==> src/core/framer_consts.svh <==
// constants for the camera sync code framer
`ifndef FRAMER_CONSTS_SVH
`define FRAMER_CONSTS_SVH

// sync code words, top byte first so the run of ones leads
`define LINE_START_WORD  32'hFF00_0000
`define LINE_END_WORD    32'hFF00_0001
`define FRAME_START_WORD 32'hFF00_0002
`define FRAME_END_WORD   32'hFF00_0003

// line counter width, enough for 2047 active lines
`define LINE_CNT_W       11
`define LINE_CNT_ONE     11'h001
`define LINE_CNT_ZERO    11'h000

// byte values
`define IDLE_BYTE        8'hFF
`define ZERO_BYTE        8'h00
`define ESCAPED_BYTE     8'h01

// code byte walk: four code bytes, then the optional carried pixel
`define LAST_CODE_IDX    3'h3
`define PIXEL_IDX        3'h4
`define IDX_ONE          3'h1

`endif

==> src/core/framer_pkg.sv <==
// types shared by the camera sync code framer modules
package framer_pkg;
  `include "framer_consts.svh"

  typedef enum logic [1:0] {
    line_start_kind  = 2'h0,
    line_end_kind    = 2'h1,
    frame_start_kind = 2'h2,
    frame_end_kind   = 2'h3
  } sync_kind_type;

  // one buffered item: a pixel, or a code optionally followed by a pixel
  typedef struct packed {
    logic          is_code;
    logic          has_pixel;
    sync_kind_type kind;
    logic [7:0]    data;
  } item_type;

  typedef enum logic [4:0] {
    st_blank     = 5'b00001,
    st_wait_line = 5'b00010,
    st_gap       = 5'b00100,
    st_line      = 5'b01000,
    st_discard   = 5'b10000
  } frame_state_type;
endpackage

==> src/core/camera_sync_code_framer.sv <==
// camera sync code framer: frame and line code insertion on the pixel stream
`timescale 1ns/100ps
`include "framer_consts.svh"

module camera_sync_code_framer (
  // clock and reset
  input  wire logic                     ref_clk_i,
  input  wire logic                     rstn_i,
  // camera side, sampled on pixel enable
  input  wire logic                     pix_en_i,
  input  wire logic [7:0]               pixel_data_i,
  input  wire logic                     frame_valid_in_i,
  input  wire logic                     line_valid_in_i,
  input  wire logic                     predict_mode_i,
  // byte stream to the serializer
  output logic                          out_valid_o,
  output logic [7:0]                    out_byte_o,
  input  wire logic                     out_ready_i,
  // status
  output logic [`LINE_CNT_W-1:0]        line_total_o,
  output logic                          overflow_o
);
  import framer_pkg::*;

  typedef struct packed {
    frame_state_type           state;
    logic                      fv_prev;
    logic                      lv_prev;
    logic [`LINE_CNT_W-1:0]    line_cnt;
    logic [`LINE_CNT_W-1:0]    line_total;
    logic                      overflow;
    logic [2:0]                code_idx;
  } framer_state_type;

  localparam framer_state_type RESET_STATE = '{
    state: st_blank, fv_prev: 1'b0, lv_prev: 1'b0,
    line_cnt: `LINE_CNT_ZERO, line_total: `LINE_CNT_ZERO,
    overflow: 1'b0, code_idx: 3'h0};

  framer_state_type state_reg;
  framer_state_type state_next;
  logic             fv_rise;
  logic             fv_fall;
  logic             lv_rise;
  logic             lv_fall;
  logic             predict_end;
  logic             push_valid;
  item_type         push_item;
  logic             buf_in_ready;
  logic             head_valid;
  item_type         head_item;
  logic             head_pop;
  logic             flt_in_valid;
  logic [7:0]       flt_in_byte;
  logic             flt_in_is_code;
  logic             flt_in_ready;
  logic [31:0]      code_word;

  // ------------------------------------------------------------
  // edge detection on the pixel enable
  // ------------------------------------------------------------
  assign fv_rise = pix_en_i && frame_valid_in_i && !state_reg.fv_prev;
  assign fv_fall = pix_en_i && !frame_valid_in_i && state_reg.fv_prev;
  assign lv_rise = pix_en_i && line_valid_in_i && !state_reg.lv_prev;
  assign lv_fall = pix_en_i && !line_valid_in_i && state_reg.lv_prev;
  // a zero total never predicts, so the first frame ends on frame valid
  assign predict_end = predict_mode_i && (state_reg.line_total != `LINE_CNT_ZERO)
                       && (state_reg.line_cnt == state_reg.line_total);

  // ------------------------------------------------------------
  // framer and output stage next state
  // ------------------------------------------------------------
  // a code pushed on a line rise carries that cycle's pixel with it
  always_comb begin
    state_next = state_reg;
    push_valid = 1'b0;
    push_item  = '0;
    push_item.data = pixel_data_i;
    if (pix_en_i) begin
      state_next.fv_prev = frame_valid_in_i;
      state_next.lv_prev = line_valid_in_i;
      if (predict_mode_i && frame_valid_in_i && lv_rise) begin
        state_next.line_cnt = state_reg.line_cnt + `LINE_CNT_ONE;
      end
      if (fv_fall) begin
        state_next.line_total = state_reg.line_cnt;
        state_next.line_cnt   = `LINE_CNT_ZERO;
      end
      case (state_reg.state)
        st_blank: begin
          if (fv_rise && lv_rise) begin
            push_valid = 1'b1;
            push_item.is_code   = 1'b1;
            push_item.has_pixel = 1'b1;
            push_item.kind      = frame_start_kind;
            state_next.state    = st_line;
          end else if (fv_rise) begin
            state_next.state = st_wait_line;
          end
        end
        st_wait_line: begin
          if (!frame_valid_in_i) begin
            state_next.state = st_blank;
          end else if (lv_rise) begin
            push_valid = 1'b1;
            push_item.is_code   = 1'b1;
            push_item.has_pixel = 1'b1;
            push_item.kind      = frame_start_kind;
            state_next.state    = st_line;
          end
        end
        st_gap: begin
          if (!frame_valid_in_i) begin
            push_valid = 1'b1;
            push_item.is_code = 1'b1;
            push_item.kind    = frame_end_kind;
            state_next.state  = st_blank;
          end else if (lv_rise) begin
            push_valid = 1'b1;
            push_item.is_code   = 1'b1;
            push_item.has_pixel = 1'b1;
            push_item.kind      = line_start_kind;
            state_next.state    = st_line;
          end
        end
        st_line: begin
          if (lv_fall || !frame_valid_in_i) begin
            push_valid = 1'b1;
            push_item.is_code = 1'b1;
            if (!frame_valid_in_i) begin
              push_item.kind   = frame_end_kind;
              state_next.state = st_blank;
            end else if (predict_end) begin
              push_item.kind   = frame_end_kind;
              state_next.state = st_discard;
            end else begin
              push_item.kind   = line_end_kind;
              state_next.state = st_gap;
            end
          end else begin
            push_valid = 1'b1;
          end
        end
        st_discard: begin
          // extra lines after an early frame end are blanked
          if (!frame_valid_in_i) begin
            state_next.state = st_blank;
          end
        end
        default: begin
          state_next.state = st_blank;
        end
      endcase
      // the camera cannot be stalled, so a full buffer is only reported
      if (push_valid && !buf_in_ready) begin
        state_next.overflow = 1'b1;
      end
    end
    // walk the code bytes at the buffer head
    if (flt_in_valid && flt_in_ready && head_item.is_code && !head_pop) begin
      state_next.code_idx = state_reg.code_idx + `IDX_ONE;
    end else if (head_pop) begin
      state_next.code_idx = 3'h0;
    end
  end

  // state register, counters clear at reset
  always_ff @(posedge ref_clk_i or negedge rstn_i) begin
    if (!rstn_i) begin
      state_reg <= RESET_STATE;
    end else begin
      state_reg <= state_next;
    end
  end

  // ------------------------------------------------------------
  // code expansion into bytes
  // ------------------------------------------------------------
  always_comb begin
    case (head_item.kind)
      line_start_kind:  code_word = `LINE_START_WORD;
      line_end_kind:    code_word = `LINE_END_WORD;
      frame_start_kind: code_word = `FRAME_START_WORD;
      frame_end_kind:   code_word = `FRAME_END_WORD;
      default:          code_word = `LINE_START_WORD;
    endcase
  end

  // top byte first, so the code opens with the ones and zeros prefix;
  // the carried pixel follows the kind byte
  assign flt_in_valid   = head_valid;
  assign flt_in_is_code = head_item.is_code && (state_reg.code_idx != `PIXEL_IDX);
  assign flt_in_byte    = !flt_in_is_code ? head_item.data
                          : code_word[{~state_reg.code_idx[1:0], 3'h0} +: 8];
  assign head_pop = flt_in_valid && flt_in_ready
                    && (!head_item.is_code
                        || (state_reg.code_idx == `PIXEL_IDX)
                        || (state_reg.code_idx == `LAST_CODE_IDX && !head_item.has_pixel));

  item_buffer u_item_buffer (
    .ref_clk_i   (ref_clk_i),
    .rstn_i      (rstn_i),
    .in_valid_i  (push_valid),
    .in_item_i   (push_item),
    .in_ready_o  (buf_in_ready),
    .out_valid_o (head_valid),
    .out_item_o  (head_item),
    .out_ready_i (head_pop)
  );

  escape_filter u_escape_filter (
    .ref_clk_i    (ref_clk_i),
    .rstn_i       (rstn_i),
    .in_valid_i   (flt_in_valid),
    .in_byte_i    (flt_in_byte),
    .in_is_code_i (flt_in_is_code),
    .in_ready_o   (flt_in_ready),
    .out_valid_o  (out_valid_o),
    .out_byte_o   (out_byte_o),
    .out_ready_i  (out_ready_i)
  );

  assign line_total_o = state_reg.line_total;
  assign overflow_o   = state_reg.overflow;

  // ------------------------------------------------------------
  // checks
  // ------------------------------------------------------------
  sof_first_line_a: assert property (
    @(posedge ref_clk_i) disable iff (!rstn_i)
    (lv_rise && frame_valid_in_i && (state_reg.state == st_wait_line || fv_rise))
    |-> (push_valid && push_item.is_code && push_item.kind == frame_start_kind))
    else $error("frame start not sent on first line");
  sol_next_line_a: assert property (
    @(posedge ref_clk_i) disable iff (!rstn_i)
    (state_reg.state == st_gap && lv_rise && frame_valid_in_i)
    |-> (push_valid && push_item.kind == line_start_kind) ##1 state_reg.state == st_line)
    else $error("line start not sent");
  eol_line_fall_a: assert property (
    @(posedge ref_clk_i) disable iff (!rstn_i)
    (state_reg.state == st_line && lv_fall && frame_valid_in_i && !predict_end)
    |-> (push_valid && push_item.kind == line_end_kind))
    else $error("line end not sent");
  eof_joint_fall_a: assert property (
    @(posedge ref_clk_i) disable iff (!rstn_i)
    (state_reg.state == st_line && lv_fall && fv_fall)
    |-> (push_valid && push_item.kind == frame_end_kind) ##1 state_reg.state == st_blank)
    else $error("frame end not sent on joint fall");
  cnt_step_a: assert property (
    @(posedge ref_clk_i) disable iff (!rstn_i)
    (predict_mode_i && lv_rise && frame_valid_in_i)
    |=> state_reg.line_cnt == $past(state_reg.line_cnt) + `LINE_CNT_ONE)
    else $error("line counter did not step");
  total_latch_a: assert property (
    @(posedge ref_clk_i) disable iff (!rstn_i)
    fv_fall |=> (state_reg.line_total == $past(state_reg.line_cnt)
                 && state_reg.line_cnt == `LINE_CNT_ZERO))
    else $error("line total not latched");
  predict_eof_a: assert property (
    @(posedge ref_clk_i) disable iff (!rstn_i)
    (state_reg.state == st_line && lv_fall && frame_valid_in_i && predict_end)
    |-> push_item.kind == frame_end_kind ##1 state_reg.state == st_discard)
    else $error("predicted frame end missing");
  discard_blank_a: assert property (
    @(posedge ref_clk_i) disable iff (!rstn_i)
    state_reg.state == st_discard |-> !push_valid)
    else $error("data pushed while discarding");
  gap_frame_end_a: assert property (
    @(posedge ref_clk_i) disable iff (!rstn_i)
    (state_reg.state == st_gap && pix_en_i && !frame_valid_in_i)
    |-> (push_valid && push_item.kind == frame_end_kind) ##1 state_reg.state == st_blank)
    else $error("frame end not sent after line end");
  wait_first_line_a: assert property (
    @(posedge ref_clk_i) disable iff (!rstn_i)
    (state_reg.state == st_blank && fv_rise && !lv_rise) |=> state_reg.state == st_wait_line)
    else $error("frame start edge not taken");
  code_kind_last_a: assert property (
    @(posedge ref_clk_i) disable iff (!rstn_i)
    (flt_in_valid && flt_in_is_code && state_reg.code_idx == `LAST_CODE_IDX)
    |-> flt_in_byte == {6'h00, head_item.kind})
    else $error("code kind byte not sent last");
  overflow_sticky_a: assert property (
    @(posedge ref_clk_i) disable iff (!rstn_i)
    state_reg.overflow |=> state_reg.overflow)
    else $error("overflow flag dropped");
endmodule

==> src/core/item_buffer.sv <==
// two-entry item buffer between the framer and the byte output stage
`timescale 1ns/100ps
module item_buffer
  import framer_pkg::*;
(
  // clock and reset
  input  wire logic                ref_clk_i,
  input  wire logic                rstn_i,
  // filling side
  input  wire logic                in_valid_i,
  input  wire framer_pkg::item_type in_item_i,
  output logic                     in_ready_o,
  // draining side
  output logic                     out_valid_o,
  output framer_pkg::item_type     out_item_o,
  input  wire logic                out_ready_i
);
  import framer_pkg::*;

  typedef struct packed {
    item_type [1:0] slot;
    logic           wr_ptr;
    logic           rd_ptr;
    logic [1:0]     count;
  } buf_state_type;

  buf_state_type state_reg;
  buf_state_type state_next;
  logic          push;
  logic          pop;

  // ------------------------------------------------------------
  // next state
  // ------------------------------------------------------------
  // full and empty come straight from the count, so they never lie
  always_comb begin
    state_next = state_reg;
    push = in_valid_i && (state_reg.count != 2'h2);
    pop  = out_ready_i && (state_reg.count != 2'h0);
    if (push) begin
      state_next.slot[state_reg.wr_ptr] = in_item_i;
      state_next.wr_ptr = ~state_reg.wr_ptr;
    end
    if (pop) begin
      state_next.rd_ptr = ~state_reg.rd_ptr;
    end
    if (push && !pop) begin
      state_next.count = state_reg.count + 2'h1;
    end else if (pop && !push) begin
      state_next.count = state_reg.count - 2'h1;
    end
  end

  // state register
  always_ff @(posedge ref_clk_i or negedge rstn_i) begin
    if (!rstn_i) begin
      state_reg <= '0;
    end else begin
      state_reg <= state_next;
    end
  end

  assign in_ready_o  = (state_reg.count != 2'h2);
  assign out_valid_o = (state_reg.count != 2'h0);
  assign out_item_o  = state_reg.slot[state_reg.rd_ptr];
endmodule

==> src/core/escape_filter.sv <==
// output stage that breaks any pixel imitation of the sync prefix
`timescale 1ns/100ps
`include "framer_consts.svh"
module escape_filter (
  // clock and reset
  input  wire logic       ref_clk_i,
  input  wire logic       rstn_i,
  // byte input
  input  wire logic       in_valid_i,
  input  wire logic [7:0] in_byte_i,
  input  wire logic       in_is_code_i,
  output logic            in_ready_o,
  // byte output
  output logic            out_valid_o,
  output logic [7:0]      out_byte_o,
  input  wire logic       out_ready_i
);
  import framer_pkg::*;

  // history holds the last two bytes as sent, corrections included
  typedef struct packed {
    logic [7:0] prev2;
    logic [7:0] prev1;
    logic [7:0] out_byte;
    logic       out_valid;
  } flt_state_type;

  localparam flt_state_type RESET_STATE = '{
    prev2: `ZERO_BYTE, prev1: `ZERO_BYTE, out_byte: `IDLE_BYTE, out_valid: 1'b0};

  flt_state_type state_reg;
  flt_state_type state_next;
  logic [7:0]    hit;
  logic          fix;
  logic          take;

  // ------------------------------------------------------------
  // pattern match, one term per alignment of the run of ones
  // ------------------------------------------------------------
  // j ones sit at the low end of prev1, the rest at the top of prev2
  for (genvar j = 0; j < 8; j++) begin : g_align
    localparam logic [7:0] LOW_ONES = 8'((16'h0001 << j) - 16'h0001);
    assign hit[j] = (state_reg.prev1 == LOW_ONES) && (&state_reg.prev2[7:j]);
  end
  assign fix = !in_is_code_i && (in_byte_i == `ZERO_BYTE) && (|hit);

  // ------------------------------------------------------------
  // next state
  // ------------------------------------------------------------
  always_comb begin
    state_next = state_reg;
    take = in_valid_i && (!state_reg.out_valid || out_ready_i);
    if (take) begin
      state_next.out_valid = 1'b1;
      state_next.out_byte  = fix ? `ESCAPED_BYTE : in_byte_i;
      state_next.prev2     = state_reg.prev1;
      state_next.prev1     = state_next.out_byte;
    end else if (out_ready_i) begin
      // nothing to send: line held high
      state_next.out_valid = 1'b0;
      state_next.out_byte  = `IDLE_BYTE;
    end
  end

  // state register
  always_ff @(posedge ref_clk_i or negedge rstn_i) begin
    if (!rstn_i) begin
      state_reg <= RESET_STATE;
    end else begin
      state_reg <= state_next;
    end
  end

  assign in_ready_o  = !state_reg.out_valid || out_ready_i;
  assign out_valid_o = state_reg.out_valid;
  assign out_byte_o  = state_reg.out_byte;

  // ------------------------------------------------------------
  // checks
  // ------------------------------------------------------------
  escape_fix_a: assert property (
    @(posedge ref_clk_i) disable iff (!rstn_i)
    (take && !in_is_code_i && in_byte_i == `ZERO_BYTE && state_reg.prev2 == `IDLE_BYTE
     && state_reg.prev1 == `ZERO_BYTE) |=> (out_valid_o && out_byte_o == `ESCAPED_BYTE))
    else $error("zero byte after prefix not escaped");
  idle_high_a: assert property (
    @(posedge ref_clk_i) disable iff (!rstn_i)
    !out_valid_o |-> out_byte_o == `IDLE_BYTE)
    else $error("idle output not held high");
endmodule

==> config.mk <==
export PLATFORM = sky130hd
export DESIGN_NAME = camera_sync_code_framer
export DESIGN_NICKNAME = d
export VERILOG_FILES = /design/src/core/framer_pkg.sv /design/src/core/camera_sync_code_framer.sv /design/src/core/item_buffer.sv /design/src/core/escape_filter.sv
export VERILOG_INCLUDE_DIRS = /design/src /design/src/core
export SDC_FILE = /design/constraint.sdc
export NUM_CORES = 1
export LEC_CHECK = 0
export BUFFER_PORTS_ARGS = -buffer_cell sky130_fd_sc_hd__buf_2
export CORE_UTILIZATION = 60
export CTS_CLUSTER_DIAMETER = 40
export DETAILED_ROUTE_END_ITERATION = 12
export PLACE_DENSITY = 0.87
export SLEW_MARGIN = 20
export SYNTH_ARGS = -nofsm -noshare
export SYNTH_HDL_FRONTEND = slang
export SYNTH_SLANG_ARGS = --single-unit
==> constraint.sdc <==
create_clock -name ref_clk_i -period 3.7 [get_ports ref_clk_i]
set_input_delay 0.925 -clock ref_clk_i [delete_from_list [all_inputs] [get_ports ref_clk_i]]
set_output_delay 0.925 -clock ref_clk_i [all_outputs]
set_load 0.05 [all_outputs]
==> results.tsv <==
metric	value	unit
status	completed	
clk_latency	0.35	ns
grt_use_total	24.0	%
grt_pass1_wl	14200	um
yosys.area.top_type	dfrtp_1	
hp-start	overflow_o$_DFFE_PN0P_	
crit_type	input pin to register	
regToRegEndpoint	u_item_buffer.state_reg[1]$_DFFE_PN0P_	
synth_area	4460	um2
antenna_found_initial	0	
slowest_delay	0.70	ns
synth_enable_flop_cells	0	
rr_startpoint	u_item_buffer.state_reg[2]$_DFFE_PN0P_	
max_cap_violations	0	
fin_skew	0.0143	ns
tns	0	ns
initial_utilization	61.8	%
hp-class	register to register	
die_h	88.2	um
synth_nets	443	
drt_pass1_iterations	4	
cts.sinks	86	
total_power	3.29	mW
setup_viol	0	
synth.top_cell.area_share	43.2	%
start_kind	input pin	
yosysUniqueCellTypes	57	
rsz0062_at_grt	no	
num_rows	31	
cts_root_buf	clkbuf_8	
numCtsBuffers	9	
power_leakage	2.37	nW
htreeDepth	3	
clkTransAtPathRegs	0.07	ns
drive_above_1_share	20.5	%
vias_per_cell	5.71	
hold_end	overflow_o$_DFFE_PN0P_	
clk_path_buf_depth	2	
ioPinCount	36	
post-route-util	66.4	%
worst-path-max-fanout	12	
peakVddDrop	0.393	mV
cp_slowest_cell	or4b_4	
cts_tree	yes	
hpwl	6080	um
core-area	7210	um2
cp.required	3.93	ns
hold_violations	0	
die_x	88.2	um
largest_reg_flops	28	
dieArea	7780	um2
syn_inst	423	
post-place-ws	0.769	ns
ys_ff_latch	86	
async_flop_share	100	%
final_nets	454	
cts_resized	0	
routabilityCongestion	0.938	
grt_max_degree	87	
cts_hold_buf	0	
drt_iter0_drc	154	
finalCritPeriodShare	70.1	%
synthFlopType	dfrtp_1	
slew_headroom	48.3	%
max_freq	386	MHz
drc_errors	0	
crit_arrival	2.82	ns
ys_seq_area_share	48.5	%
powerDensity	685	nW/um2
r2r_cells	8	
io_buffers	35	
grt_overflow_total	0	
fin_ws	1.11	ns
synth_area_per_cell	10.5	um2
synthTopCellsByCount	77 x dfrtp_1, 45 x nand2_1, 23 x nor2_1	
vias	3073	
min_path_cells	1	
drtAntennaViolNets	0	
post_cts_buffers	0	
grt_pass1_vias	3029	
endpoint_kind	register	
maxSlewViolCount	0	
synth_top_cells_by_area	dfrtp_1 43%, dfstp_2 5.3%, mux2_1 3.8%	
antennaDiodeCount	0	
min_period	2.59	ns
worstMarginPinSlew	0.775	ns
finalWirelength	8460	um
rrSetupSlack	1.17	ns
syn_to_final_growth	7.52	%
wl_per_cell	15.7	um
yosysMostFrequentCell	dfrtp_1	
ys_warn_count	0	
crit_chain	buf_2, and4b_1, a41o_1, a31oi_1, or4b_4, mux2_1	
[worst max-delay path by stage]
stage	start	end	slack, ns	cells past startpoint
after floorplan	pix_en_i	u_item_buffer.state_reg[18]$_DFFE_PN0P_	0.86	8
after global placement	pix_en_i	u_item_buffer.state_reg[16]$_DFFE_PN0P_	0.83	6
after detailed placement	pix_en_i	u_item_buffer.state_reg[17]$_DFFE_PN0P_	0.77	6
after CTS	pix_en_i	u_item_buffer.state_reg[16]$_DFFE_PN0P_	1.15	6
after global routing	u_item_buffer.state_reg[2]$_DFFE_PN0P_	u_item_buffer.state_reg[1]$_DFFE_PN0P_	1.00	8
final	pix_en_i	u_item_buffer.state_reg[17]$_DFFE_PN0P_	1.11	6
[power by group]
part           internal [mW]  switching [mW]
registers               1.22           0.234
logic                  0.413           0.658
clock network          0.447           0.312
total                   2.08            1.20
[kinds of logic (layout without fill, tap and decap cells)]
| group | after synthesis | in the layout | share of synthesized area, % |
|---|---|---|---|
| mux | 50 | 50 | 13.0 |
| xor+xnor | 27 | 27 | 5.30 |
| compound gates | 69 | 69 | 9.88 |
| flops | 86 | 86 | 48.5 |
| fa+ha+maj | 5 | 5 | 1.40 |
| buf+inv | 56 | 72 | 6.62 |
| simple gates | 130 | 130 | 15.3 |
[metal layers]
layer,GRT usage (%),vias to the layer above,share of wire (%)
li1,-,1475,-
met3,6.31,9,4.0
met4,5.57,0,0.95
met1,28.9,1519,45
met5,0,-,0
met2,43.0,70,50
[metrics by stage]
step / cell area [um2] / instances / hold WS (ns)
finish: 4790 / 538 / 0.460
global route: 4790 / 538 / 0.481
CTS: 4790 / 538 / 0.465
detailed placement: 4560 / 522 / 0.447
global placement: 4560 / 522 / 0.441
floorplan: 4460 / 423 / 0.438
[cells in the final DEF, fill, tap and decap left out, drive strengths merged, types with 4 or more instances in the layout]
master  instances
xor2           14
and3            4
o21ai          27
nand2b          7
nand3          10
mux2i          14
a21o            5
mux2           36
nor2b           4
dfrtp          77
buf            39
xnor2          13
nand2          45
nand4           4
nor2           23
a21oi          10
inv            17
clkbuf         11
nor4           12
ha              5
dfstp           9
nor3            6
[critical path, delay by kind of cell]
family          cells  cell delay (ns)
simple gates        2             1.06
mux                 1             0.35
buf+inv             1             0.18
compound gates      2             0.30
[layout make-up]
type                            instances  area (um2)
Fill cell                             575        2420
Inverter                               17        63.8
Clock buffer                           11         131
Multi-Input combinational cell        281        2000
Sequential cell                        86        2160
Timing Repair Buffer                   39         211
Clock inverter                          5         100
Tap cell                               99         124
No activity file was read; power rests on OpenSTA's default activity.
